--- src/verilog/lsrh_pkg.sv ---
// lsrh_pkg: offsets, field layout, reset values and carrier types
// for the low-speed threshold and first root hub descriptor registers.
// assumes a byte-addressed register port inside the controller core.
package lsrh_pkg;

  localparam logic [7:0] LSRH_OFS_LS_THRESH = 8'h44;
  localparam logic [7:0] LSRH_OFS_RH_DESC_A = 8'h48;

  localparam int LSRH_LIMIT_W = 12;
  localparam int LSRH_FRAME_W = 14;
  localparam logic [11:0] LSRH_LIMIT_RESET = 12'h628;

  // descriptor fields
  localparam int LSRH_PGOOD_LSB = 24;
  localparam int LSRH_NOPROT_BIT = 12;
  localparam int LSRH_OCMODE_BIT = 11;
  localparam int LSRH_COMPOUND_BIT = 10;
  localparam int LSRH_ALWAYS_PWR_BIT = 9;
  localparam int LSRH_SWMODE_BIT = 8;
  localparam logic [7:0] LSRH_PGOOD_RESET = 8'hFF;
  localparam logic LSRH_NOPROT_RESET = 1'b0;
  localparam logic LSRH_OCMODE_RESET = 1'b1;
  localparam logic LSRH_ALWAYS_PWR_RESET = 1'b0;
  localparam logic LSRH_SWMODE_RESET = 1'b1;
  localparam logic [7:0] LSRH_PORTS_RESET = 8'h02;
  localparam logic [7:0] LSRH_PORTS_MIN = 8'h01;
  localparam logic [7:0] LSRH_PORTS_MAX = 8'h0F;

  typedef struct packed {
    logic valid;
    logic write;
    logic [7:0] addr;
    logic [31:0] wdata;
  } lsrh_req_t;

  typedef struct packed {
    logic [7:0] power_good_delay;
    logic no_overcurrent_protect;
    logic overcurrent_report_mode;
    logic ports_always_powered;
    logic power_switch_mode;
  } lsrh_desc_t;

endpackage

--- src/verilog/lsrh_regs.sv ---
// lsrh_regs: low-speed start threshold and first root hub descriptor
// register bank, plus the low-speed start decision.
// assumes frame_time_left and requests come from logic on mclk_i.
`timescale 1ns/10ps

// How it works
// - threshold decides low-speed packet commit
// - start only when time left >= threshold
// - threshold in bits 11:0, rest reserved
// - hardware never alters the threshold itself
// - descriptor loads own defaults at reset
// - descriptor register presents root hub traits
// - port count reported between one and fifteen
// - power switch mode: ganged or per port
// - no-protect bit overrides overcurrent mode
module lsrh_regs #(
  parameter logic [7:0] NUM_PORTS = lsrh_pkg::LSRH_PORTS_RESET
) (
  // clock and reset
  input wire logic mclk_i,
  input wire logic resetn_i,
  // register port
  input wire lsrh_pkg::lsrh_req_t req_i,
  output logic ack_o,
  output logic [31:0] rdata_o,
  // low-speed scheduling
  input wire logic ls_sched_i,
  input wire logic [13:0] frame_time_left_i,
  output logic ls_start_o,
  output logic ls_defer_o,
  // root hub characteristics
  output logic [11:0] low_speed_start_limit_o,
  output logic [7:0] downstream_port_count_o,
  output logic ports_ganged_o,
  output logic overcurrent_per_port_o,
  output logic overcurrent_none_o
);

  // clamp of the port count
  function automatic logic [7:0] clamp_ports(input logic [7:0] n);
    if (n < lsrh_pkg::LSRH_PORTS_MIN)
      return lsrh_pkg::LSRH_PORTS_MIN;
    else if (n > lsrh_pkg::LSRH_PORTS_MAX)
      return lsrh_pkg::LSRH_PORTS_MAX;
    else
      return n;
  endfunction

  // one request aimed at one register, read or write
  function automatic logic hits(
    input lsrh_pkg::lsrh_req_t r,
    input logic [7:0] ofs,
    input logic wr
  );
    return r.valid && (r.write == wr) && (r.addr == ofs);
  endfunction

  // descriptor word as software sees it
  function automatic logic [31:0] pack_desc(
    input lsrh_pkg::lsrh_desc_t d,
    input logic [7:0] ports
  );
    logic [31:0] w;
    w = '0;
    w[lsrh_pkg::LSRH_PGOOD_LSB +: 8] = d.power_good_delay;
    w[lsrh_pkg::LSRH_NOPROT_BIT] = d.no_overcurrent_protect;
    w[lsrh_pkg::LSRH_OCMODE_BIT] = d.overcurrent_report_mode;
    // compound device flag always reads zero
    w[lsrh_pkg::LSRH_COMPOUND_BIT] = 1'b0;
    w[lsrh_pkg::LSRH_ALWAYS_PWR_BIT] = d.ports_always_powered;
    w[lsrh_pkg::LSRH_SWMODE_BIT] = d.power_switch_mode;
    w[7:0] = ports;
    return w;
  endfunction

  localparam logic [7:0] PORTS = clamp_ports(NUM_PORTS);

  // register contents
  logic [11:0] limit_q, limit_d;
  lsrh_pkg::lsrh_desc_t desc_q, desc_d;
  // bus answer
  logic ack_q, ack_d;
  logic [31:0] rdata_q, rdata_d;
  // scheduling answer
  logic start_q, start_d;
  logic defer_q, defer_d;
  // derived root hub modes
  logic gang_q, gang_d;
  logic ocpp_q, ocpp_d;
  logic ocnone_q, ocnone_d;
  logic [7:0] ports_q, ports_d;
  // decoded accesses
  logic wr_limit, wr_desc;
  logic rd_limit, rd_desc;

  // register contents: next values
  always_comb
  begin
    wr_limit = hits(req_i, lsrh_pkg::LSRH_OFS_LS_THRESH, 1'b1);
    wr_desc = hits(req_i, lsrh_pkg::LSRH_OFS_RH_DESC_A, 1'b1);
    limit_d = limit_q;
    desc_d = desc_q;
    if (wr_limit)
      limit_d = req_i.wdata[lsrh_pkg::LSRH_LIMIT_W-1:0];
    if (wr_desc)
    begin
      desc_d.power_good_delay =
        req_i.wdata[lsrh_pkg::LSRH_PGOOD_LSB +: 8];
      desc_d.no_overcurrent_protect =
        req_i.wdata[lsrh_pkg::LSRH_NOPROT_BIT];
      desc_d.overcurrent_report_mode =
        req_i.wdata[lsrh_pkg::LSRH_OCMODE_BIT];
      desc_d.ports_always_powered =
        req_i.wdata[lsrh_pkg::LSRH_ALWAYS_PWR_BIT];
      desc_d.power_switch_mode =
        req_i.wdata[lsrh_pkg::LSRH_SWMODE_BIT];
    end
  end

  // register contents: flops
  always_ff @(posedge mclk_i)
  begin
    if (!resetn_i)
    begin
      limit_q <= lsrh_pkg::LSRH_LIMIT_RESET;
      desc_q.power_good_delay <= lsrh_pkg::LSRH_PGOOD_RESET;
      desc_q.no_overcurrent_protect <= lsrh_pkg::LSRH_NOPROT_RESET;
      desc_q.overcurrent_report_mode <= lsrh_pkg::LSRH_OCMODE_RESET;
      desc_q.ports_always_powered <= lsrh_pkg::LSRH_ALWAYS_PWR_RESET;
      desc_q.power_switch_mode <= lsrh_pkg::LSRH_SWMODE_RESET;
    end
    else
    begin
      limit_q <= limit_d;
      desc_q <= desc_d;
    end
  end

  // bus answer: next values
  always_comb
  begin
    rd_limit = hits(req_i, lsrh_pkg::LSRH_OFS_LS_THRESH, 1'b0);
    rd_desc = hits(req_i, lsrh_pkg::LSRH_OFS_RH_DESC_A, 1'b0);
    // every request is answered, unmapped ones too
    ack_d = req_i.valid;
    rdata_d = '0;
    if (rd_limit)
      rdata_d = {20'h00000, limit_q};
    else if (rd_desc)
      rdata_d = pack_desc(desc_q, PORTS);
  end

  // bus answer: flops
  always_ff @(posedge mclk_i)
  begin
    if (!resetn_i)
    begin
      ack_q <= 1'b0;
      rdata_q <= '0;
    end
    else
    begin
      ack_q <= ack_d;
      rdata_q <= rdata_d;
    end
  end

  // scheduling answer: next values
  always_comb
  begin
    // compare per schedule attempt
    // a same-edge threshold write is seen only by later attempts
    start_d = ls_sched_i && ({2'b00, limit_q} <= frame_time_left_i);
    defer_d = ls_sched_i && ({2'b00, limit_q} > frame_time_left_i);
  end

  // scheduling answer: flops
  always_ff @(posedge mclk_i)
  begin
    if (!resetn_i)
    begin
      start_q <= 1'b0;
      defer_q <= 1'b0;
    end
    else
    begin
      start_q <= start_d;
      defer_q <= defer_d;
    end
  end

  // derived modes: next values
  always_comb
  begin
    gang_d = desc_q.ports_always_powered || !desc_q.power_switch_mode;
    ocnone_d = desc_q.no_overcurrent_protect;
    ocpp_d = !desc_q.no_overcurrent_protect &&
             desc_q.overcurrent_report_mode;
    ports_d = PORTS;
  end

  // derived modes: flops, one cycle behind the descriptor
  always_ff @(posedge mclk_i)
  begin
    if (!resetn_i)
    begin
      gang_q <= 1'b0;
      ocpp_q <= 1'b0;
      ocnone_q <= 1'b0;
      ports_q <= PORTS;
    end
    else
    begin
      gang_q <= gang_d;
      ocpp_q <= ocpp_d;
      ocnone_q <= ocnone_d;
      ports_q <= ports_d;
    end
  end

  // every output straight from a flop
  assign ack_o = ack_q;
  assign rdata_o = rdata_q;
  assign ls_start_o = start_q;
  assign ls_defer_o = defer_q;
  assign low_speed_start_limit_o = limit_q;
  assign downstream_port_count_o = ports_q;
  assign ports_ganged_o = gang_q;
  assign overcurrent_per_port_o = ocpp_q;
  assign overcurrent_none_o = ocnone_q;

endmodule // lsrh_regs

--- config.mk ---
export PLATFORM = sky130hd
export DESIGN_NAME = lsrh_regs
export DESIGN_NICKNAME = d
export VERILOG_FILES = /design/src/verilog/lsrh_pkg.sv /design/src/verilog/lsrh_regs.sv
export SDC_FILE = /design/constraint.sdc
export NUM_CORES = 1
export LEC_CHECK = 0
export CAP_MARGIN = 30
export CORE_ASPECT_RATIO = 0.75
export CORE_UTILIZATION = 40
export DETAILED_ROUTE_END_ITERATION = 10
export DONT_BUFFER_PORTS = 1
export PLACE_DENSITY_LB_ADDON = 0.3
export SLEW_MARGIN = 0
export SYNTH_ARGS = -nofsm -noshare
export SYNTH_HDL_FRONTEND = slang
export SYNTH_SLANG_ARGS = --single-unit
--- constraint.sdc ---
create_clock -name mclk_i -period 2.9 [get_ports mclk_i]
set_input_delay 0 -clock mclk_i [delete_from_list [all_inputs] [get_ports mclk_i]]
set_output_delay 0 -clock mclk_i [all_outputs]
set_load 0.01 [all_outputs]
# Yosys cells after proc, flatten, opt, wreduce, memory -nomap -nowiden
# Cells that the tools add are included.
dict set report totals {
  reg_bits 62
  latchBits 0
  ramBits 0
  mem_bits_ro 0
  in_bits 59
  output_inout_bits 58
  word_cells 38
  n_memories 0
}
dict set report classes {
  add_sub_neg 0
  mul 0
  div_mod_pow 0
  n_lt_le_gt_ge 2
  eq_ne 2
  n_shift 0
  mux 2
  bitwise_logic 3
  n_reduce_logical 14
}
# operator n
set op_table {}
lappend op_table {{two-way mux 12 bit} 2}
lappend op_table {{== test 8 x 7 -> 1 bit (second input constant)} 2}
lappend op_table {{greater-than comparator 12 x 14 -> 1 bit} 1}
lappend op_table {{<= comparator 12 x 14 -> 1 bit} 1}
lappend op_table {{logical AND 1 bit} 9}
lappend op_table {{NOT 1 bit} 3}
lappend op_table {{OR reduction 3 bit} 1}
lappend op_table {{zero test 1 bit} 2}
lappend op_table {{OR reduction 2 bit} 1}
lappend op_table {{logical OR 1 bit} 1}

# Depth between registers and ports, before layout
# Gate-level depths: netlist (run 1).
dict set report logic_depth {
  depth_word 5
  mapped_depth 6
  ltp_nobuf 6
}

# Least setup slack after synthesis (run 1)
# Ideal clock, no wire load.
dict set report synth_path {
  path_kind {input -> register}
  startpoint {in req_i[37] (netlist bit)}
  endpoint {reg desc_q[10] (netlist bit)}
  setup_ns 0.129
  t_arrival_ns 1.379
  t_required_ns 2.771
  setup_slack_ns 1.392
  stages 5
  path_buffers 1
  cell_sequence {or4b_4 -> nor4_4 -> buf_6 -> mux2i_1 -> nand2_1}
}
dict set report synth_via {
  elab_chain_cells 2
}
# item line_no
set synth_lines {}
lappend synth_lines {{from (decl)} lsrh_regs.sv:23} ;# input wire lsrh_pkg::lsrh_req_t req_i,
lappend synth_lines {{== test 8 x 7 -> 1 bit} lsrh_regs.sv:55} ;# return r.valid && (r.write == wr) && (r.addr == ofs);
lappend synth_lines {{logical AND 1 bit} lsrh_regs.sv:55}
lappend synth_lines {{to (signal assigned)} lsrh_regs.sv:135} ;# desc_q <= desc_d;
lappend synth_lines {{to (decl)} lsrh_regs.sv:80} ;# lsrh_pkg::lsrh_desc_t desc_q, desc_d;
# Every way passes these cells.
# A chain may end at the register's enable or synchronous reset.

# Final worst setup path (run 1)
dict set report layout_path {
  startpoint {reg limit_q[11], in the netlist low_speed_start_limit_o[11]}
  endpoint {reg defer_q, in the netlist ls_defer_o}
}
dict set report layout_via {
  elab_chain_cells 2
}
# item line_no
set layout_lines {}
lappend layout_lines {{from (decl)} lsrh_regs.sv:79} ;# logic [11:0] limit_q, limit_d;
lappend layout_lines {{from (signal assigned)} lsrh_regs.sv:125} ;# limit_q <= lsrh_pkg::LSRH_LIMIT_RESET;
lappend layout_lines {{from (signal assigned)} lsrh_regs.sv:134} ;# limit_q <= limit_d;
lappend layout_lines {{greater-than comparator 12 x 14 -> 1 bit} lsrh_regs.sv:174} ;# defer_d = ls_sched_i && ({2'b00, limit_q} > frame_time_left_i);
lappend layout_lines {{logical AND 1 bit} lsrh_regs.sv:174}
lappend layout_lines {{to (signal assigned)} lsrh_regs.sv:188} ;# defer_q <= defer_d;
lappend layout_lines {{to (decl)} lsrh_regs.sv:86} ;# logic defer_q, defer_d;
# Every way passes these cells.

==> impl_metrics.ini, run 1 <==
[run_status]
status = complete, no violations

[global_route]
antenna_found_initial = 0
grt_max_degree = 31
grt_pass1_vias = 1379
grt_usage = 0.151
grt-ovfl-total = 0
grt_pass1_wl_mm = 6.51

[synthesis]
ys_seq_area_frac = 0.463
syn_inst = 212
synth.area.top_cells = dfxtp_1 46%, mux2i_1 11%, ha_1 6.8%
synth_area_leader_cell = dfxtp_1
synth.cells.most_frequent = 51 x dfxtp_1, 24 x mux2i_1, 19 x and2_1, 19 x buf_4, 17 x nand2_1
avgSynthCellArea_um2 = 10.4
yosys_most_used_dff = dfxtp_1
synth.ff_latch_count = 51
yosysWarnings = 0
async_flop_share = 0
syn_area_um2 = 2200
synth_edf_count = 0
synth_most_common_cell = dfxtp_1
ys_types = 34
yosysTopAreaCellShare = 0.463

[pwr]
ir_worst_vdd_mv = 0.269
comb_power_share = 0.070
p_sw_frac = 0.231
intPower_mw = 0.913
p_leak_nw = 1.01
p_sw_mw = 0.275
clock_power_share = 0.336
fin_total_pwr_mw = 1.19
power.density_nw_per_um2 = 462
pwr-share-seq = 0.593

[clock_network]
worstSkewPairLatency_ps = 300
cts.sinks = 51
cts_tree = yes
cts_setup_buffers = 0
clockBufferDepth = 2
htreeDepth = 2
root_buffer = clkbuf_8
clkTransAtPathRegs_ps = 90
cts_resized = 0
cts_inserted_buffers = 5

[placed_design]
portBuffers = 0
dp_hpwl_mm = 3.05
placed_area_um2 = 2210
placed_cells = 282
gp_congestion = 0.694

[worst_setup_path]
worst_ep_arrival_time_ps = 2260
slowest_stage = dlygate4sd3_1
end_kind = register
cp.required_ps = 3090
crit_top_cell = a211oi_1
crit_path_start_kind = register
slowest_delay_ps = 570
reg2regPathDepth = 6
path_class = reg2reg
path_cells = ha_1, a211oi_1, o21ai_0, o211ai_1, a211oi_1, dlygate4sd3_1
path_max_fanout = 4

[routing]
drc_errors = 0
wl_mm = 4.36
route.vias.total = 1460
drtPass1Iterations = 6
ant_nets = 0
wire_per_inst_um = 13.8
vias_per_cell = 4.62
drt_iter0_drc = 21

[timing]
slew_viol_final = 0
setup_violations = 0
hold_slack_ps = 78.1
tns_ps = 0
hold_violations = 0
period_share = 0.716
rsz0062_at_grt = no
max_freq_mhz = 482
fin_crit_ps = 2080
finClkSkew_ps = 3.96

[floorplan]
die-height_um = 66.3
ioPinCount = 117
die_area_um2 = 5820
die_x_um = 87.7
rows = 23
core_um2 = 5320
start_util = 0.414

[layout]
nets = 311
fill_cells = 514
design_area_um2 = 2570
syn_to_final_growth_pct = 16.6
n_antenna_cell = 0
drive_above_1_share = 0.0788
fin_cells = 316

[job]
cap_viol_max_count = 0

[hold_path]
hold_depth = 3
hp-class = in2reg
placed cells by master (no fill, tap or decap), types with 2 or more instances in the layout:
master and instances:
inv_1 14, a21boi_0 2, buf_4 4, dlygate4sd3_1 25, nand2_1 17, nor2b_1 10, dfxtp_1 51, clkbuf_8 5
or2_2 2, ha_1 12, nand4_1 2, nand2b_1 4, and2_1 19, o21ai_0 2, mux2i_1 24, conb_1 19
nor2_1 2, a21oi_1 2, nor4_4 2, a22o_1 3, a211oi_1 3, nor4_2 2
flip-flops by register name, summed over array words and instances, names as in the netlist:
register and flops:
overcurrent_per_port_o 1, ls_start_o 1, ls_defer_o 1, low_speed_start_limit_o 12, ocnone_d 1, ports_ganged_o 1, ack_o 1, overcurrent_none_o 1
rdata_o 21, desc_q 11
stage by stage:
step | util | setup slack [ps]
2_1_floorplan | - | 1390
3_3_place_gp | 0.415 | 1290
3_5_place_dp | 0.415 | 1270
4_1_cts | 0.478 | 808
5_1_grt | 0.483 | 758
6_report | 0.483 | 825
path summary, 6_finish.rpt:
check                                   end  slack, ps                         from
worst max-delay path             ls_defer_o        820  low_speed_start_limit_o[11]
worst min-delay path             ls_start_o         80        frame_time_left_i[12]
worst max register to register   ls_defer_o        820  low_speed_start_limit_o[11]
worst min register to register  rdata_o[30]        460                   desc_q[10]
critical path: cells and delay by family, from the launching register on:
kind                       cells  cell delay [ps]
AOI/OAI and AO/OA              4              610
adders and majority gates      1              310
buffers and inverters          1              570
DFF                            1              470
metal layers:
layer | up-vias | global-route usage | part of all wire
met1 | 677 | 0.189 | 0.47
met3 | 2 | 0.0599 | 0.084
met4 | 0 | 0.0492 | 0.0057
met2 | 62 | 0.235 | 0.44
met5 | - | 0 | 0
li1 | 719 | - | -
layout make-up:
cell class,instances,area (um2),area share
flip-flops and latches,51,1020,0.397
multi-input cells,138,1010,0.393
repair buffers,30,308,0.120
well taps,75,93.8,0.0365
clock buffers,6,72.6,0.0282
inverters,14,52.6,0.0204
clock inverters,2,12.5,0.00487
cell families after synthesis:
group           after synthesis  share of synthesized area
simple gates                 65                      0.188
buf+inv                      40                      0.108
compound gates               18                     0.0607
mux                          24                      0.109
fa+ha+maj                    12                     0.0681
flops                        51                      0.463
other cells                   2                    0.00341
timing repair:
item,in CTS,in global routing
hold endpoints to repair,30,0
hold buffers,25,0
setup endpoints to repair,0,0
power by group through the flow:
stage | logic (mW) | clock network (mW) | registers, mW
after global placement | 0.0456 | 0 | 0.721
after floorplan | 0.0640 | 0 | 0.721
after detailed placement | 0.0461 | 0 | 0.721
final | 0.0835 | 0.400 | 0.705
after CTS | 0.0786 | 0.419 | 0.705
after global routing | 0.0912 | 0.445 | 0.706
(Power assumes the default switching activity.)
==> run 2, diff against run 1 <==
- clock period: 2.9 -> 2.05 ns (I/O delays scaled with it)
==> impl_metrics.ini, run 2 (synthesized netlist as in run 1, its figures left out) <==
[run_status]
status = finished, violations left
violations = DRC

[global_route]
grt_pass1_wl_mm = 6.55
grt_usage = 0.155
grt_pass1_vias = 1309
antenna_found_initial = 0
grt-ovfl-total = 0
grt_max_degree = 31

[clock_network]
cts_inserted_buffers = 5
cts_resized = 0
worstSkewPairLatency_ps = 300
cts-hold-fix-buffers = 27
cts_setup_buffers = 0
root_buffer = clkbuf_8
cts_tree = yes
clockBufferDepth = 2
cts.sinks = 51
clkTransAtPathRegs_ps = 90
htreeDepth = 2

[timing]
hold_violations = 0
slew_headroom = 0.643
worst_pin_slew_ps = 534
period_share = 0.860
rsz0062_at_grt = no
worst_slack_ps = 287
fin_crit_ps = 1760
hold_slack_ps = 112
finClkSkew_ps = 5.36
slew_viol_final = 0
tns_ps = 0
max_freq_mhz = 567
setup_violations = 0

[placed_design]
gp_congestion = 0.692
preCtsSetupSlack_ps = 439
portBuffers = 0
dp_hpwl_mm = 3.05

[worst_setup_path]
cp.required_ps = 2250
crit_path_start_kind = input pin
end_kind = register
path_max_fanout = 12
worst_ep_arrival_time_ps = 1960
path_class = in2reg

[pwr]
p_sw_mw = 0.388
comb_power_share = 0.068
clock_power_share = 0.362
p_leak_nw = 1.03
p_sw_frac = 0.222
intPower_mw = 1.36
pwr-share-seq = 0.570
fin_total_pwr_mw = 1.75
power.density_nw_per_um2 = 673
ir_worst_vdd_mv = 0.327

[routing]
drc_errors = 2
route.vias.total = 1469
wire_per_inst_um = 13.7
vias_per_cell = 4.62
drtPass1Iterations = 7
wl_mm = 4.36
drt_iter0_drc = 23
ant_nets = 0

[layout]
drive_above_1_share = 0.0823
syn_to_final_growth_pct = 17.8
n_antenna_cell = 0
final_cell_mix = 51 x dfxtp_1, 27 x dlygate4sd3_1, 24 x mux2i_1
largest_reg_flops = 21
final_common_cell = dfxtp_1
nets = 313

[floorplan]
die_x_um = 87.7
start_util = 0.414
rows = 23
die_area_um2 = 5820
core_um2 = 5320
ioPinCount = 117
die-height_um = 66.3

[job]
cap_viol_max_count = 0

[hold_path]
hp-class = in2reg
-- run 2: area by class of cell --
| cell class | instances | area (um2) |
|---|---|---|
| clock buffers | 7 | 96.3 |
| clock inverters | 1 | 7.51 |
| fillers | 524 | 2730 |
| inverters | 14 | 52.6 |
| multi-input cells | 138 | 1010 |
| flip-flops and latches | 51 | 1020 |
| well taps | 75 | 93.8 |
| repair buffers | 32 | 315 |
-- run 2: power by group through the flow --
stage          logic [mW]  registers [mW]  clock network [mW]
2_1_floorplan      0.0905            1.02                   0
3_3_place_gp       0.0646            1.02                   0
3_5_place_dp       0.0647            1.02                   0
4_1_cts             0.115           0.997               0.668
5_1_grt             0.130           0.998               0.695
6_report            0.118           0.997               0.633
-- run 2: metrics by stage --
| step | instance area [um2] | utilization | instances |
|---|---|---|---|
| finish | 2600 | 0.488 | 318 |
| global route | 2600 | 0.488 | 318 |
| CTS | 2580 | 0.485 | 317 |
| detailed placement | 2210 | 0.415 | 282 |
| global placement | 2210 | 0.415 | 282 |
| floorplan | 2270 | - | 229 |
-- run 2: path summary, 6_finish.rpt --
kind	startpoint	end	slack, ps	cells past startpoint
worst max-delay path	req_i[37]	desc_q[0]	290	6
worst min-delay path	frame_time_left_i[13]	ls_defer_o	110	4
worst max register to register	low_speed_start_limit_o[4]	ls_start_o	420	5
worst min register to register	desc_q[10]	rdata_o[30]	460	1
-- run 2: layer usage --
metal / vias up / GRT usage / routed length [um] / part of all wire
met5: - / 0 / 0 / 0
met4: 0 / 0.0676 / 60 / 0.014
met3: 6 / 0.0612 / 393 / 0.090
met2: 64 / 0.233 / 1890 / 0.43
met1: 673 / 0.195 / 2020 / 0.46
li1: 726 / - / - / -
-- run 2: critical path, stage by stage --
cell	delay, ps
or4b_4	580
nor4_4	260
buf_4	290
mux2i_1	220
nand2_1	60
dlygate4sd3_1	540
==> run 3, diff against run 2 <==
- BUFFER_PORTS_ARGS: unset -> -buffer_cell sky130_fd_sc_hd__buf_2
- DONT_BUFFER_PORTS: 1 -> unset
==> impl_metrics.ini, run 3 (synthesized netlist as in run 1, its figures left out) <==
[timing]
slew_viol_final = 0
hold_slack_ps = 93.7
finClkSkew_ps = 9.09
worst_slack_ps = 480
setup_violations = 0
rsz0062_at_grt = no
period_share = 0.766
hold_violations = 0
fin_crit_ps = 1570
max_freq_mhz = 637
tns_ps = 0

[worst_setup_path]
crit_path_start_kind = register
rrSetupSlack_ps = 480
cp.required_ps = 2300
worst_ep_arrival_time_ps = 1820
path_max_fanout = 4
path_class = reg2reg
end_kind = register

[clock_network]
clockBufferDepth = 2
cts_tree = yes
worstSkewPairLatency_ps = 300
cts_setup_buffers = 0
root_buffer = clkbuf_8
cts_inserted_buffers = 5
clkTransAtPathRegs_ps = 90
cts.sinks = 51
htreeDepth = 2
cts-hold-fix-buffers = 24
cts_resized = 0

[global_route]
grt_max_degree = 30
grt_pass1_vias = 1525
antenna_found_initial = 0
grt_pass1_wl_mm = 6.89
grt-ovfl-total = 0
grt_usage = 0.158

[pwr]
p_leak_nw = 1.42
fin_total_pwr_mw = 1.96
ir_worst_vdd_mv = 0.405
comb_power_share = 0.082
power.density_nw_per_um2 = 651
clock_power_share = 0.411
p_sw_frac = 0.201
p_sw_mw = 0.394
pwr-share-seq = 0.506
intPower_mw = 1.57

[placed_design]
preCtsSetupSlack_ps = 376
portBuffers = 86
placed_cells = 369
dp_hpwl_mm = 3.30
gp_congestion = 0.746

[layout]
fin_cells = 401
n_antenna_cell = 0
largest_reg_flops = 21
syn_to_final_growth_pct = 36.9
nets = 396
final_cell_mix = 86 x buf_2, 51 x dfxtp_1, 24 x mux2i_1, 24 x dlygate4sd3_1
final_common_cell = buf_2
drive_above_1_share = 0.322

[routing]
wire_per_inst_um = 11.7
route.vias.total = 1753
vias_per_cell = 4.37
drc_errors = 0
wl_mm = 4.68
ant_nets = 0
drt_iter0_drc = 42
drtPass1Iterations = 4

[floorplan]
rows = 23
core_um2 = 5320
die-height_um = 66.3
die_x_um = 87.7
start_util = 0.414
ioPinCount = 117
die_area_um2 = 5820

[job]
cap_viol_max_count = 0

[run_status]
status = complete, no violations

[hold_path]
hp-class = in2reg
==> run 3: per-stage QoR <==
step	utilization	instance area (um2)
2_1_floorplan	-	2270
3_3_place_gp	0.497	2650
3_5_place_dp	0.497	2650
4_1_cts	0.567	3020
5_1_grt	0.567	3020
6_report	0.567	3020
==> run 3: power groups by stage <==
stage	Sequential (mW)	Clock, mW	Combinational (mW)
floorplan	1.02	0	0.0905
global placement	1.02	0	0.124
detailed placement	1.02	0	0.126
CTS	0.995	0.835	0.162
global route	0.995	0.869	0.179
finish	0.994	0.807	0.162
==> run 3: routing by layer <==
| layer | part of all wire | global-route usage | up-vias |
|---|---|---|---|
| met5 | 0 | 0 | - |
| met2 | 0.44 | 0.255 | 63 |
| li1 | - | - | 897 |
| met3 | 0.066 | 0.0512 | 4 |
| met1 | 0.48 | 0.197 | 789 |
| met4 | 0.0085 | 0.0553 | 0 |
==> run 3: final timing paths <==
path,startpoint,end,cells after the start
setup / recovery,low_speed_start_limit_o[4],ls_start_o,5
hold / removal,frame_time_left_i[12],ls_defer_o,4
setup reg to reg,low_speed_start_limit_o[4],ls_start_o,5
hold reg to reg,desc_q[10],rdata_o[30],1
==> run 3: worst max-delay path: stages, from the launching register on <==
cell and delay (ps):
dfxtp_1 340, ha_1 320, nand4_1 120, or2_2 320, nor3_1 190, o2111a_1 220
==> run 3: final cells by class <==
class,count,area [um2]
Clock inverter,2,60.1
Multi-Input combinational cell,138,1010
Inverter,14,52.6
Tap cell,75,93.8
Fill cell,507,2310
Sequential cell,51,1020
Timing Repair Buffer,115,708
Clock buffer,6,72.6
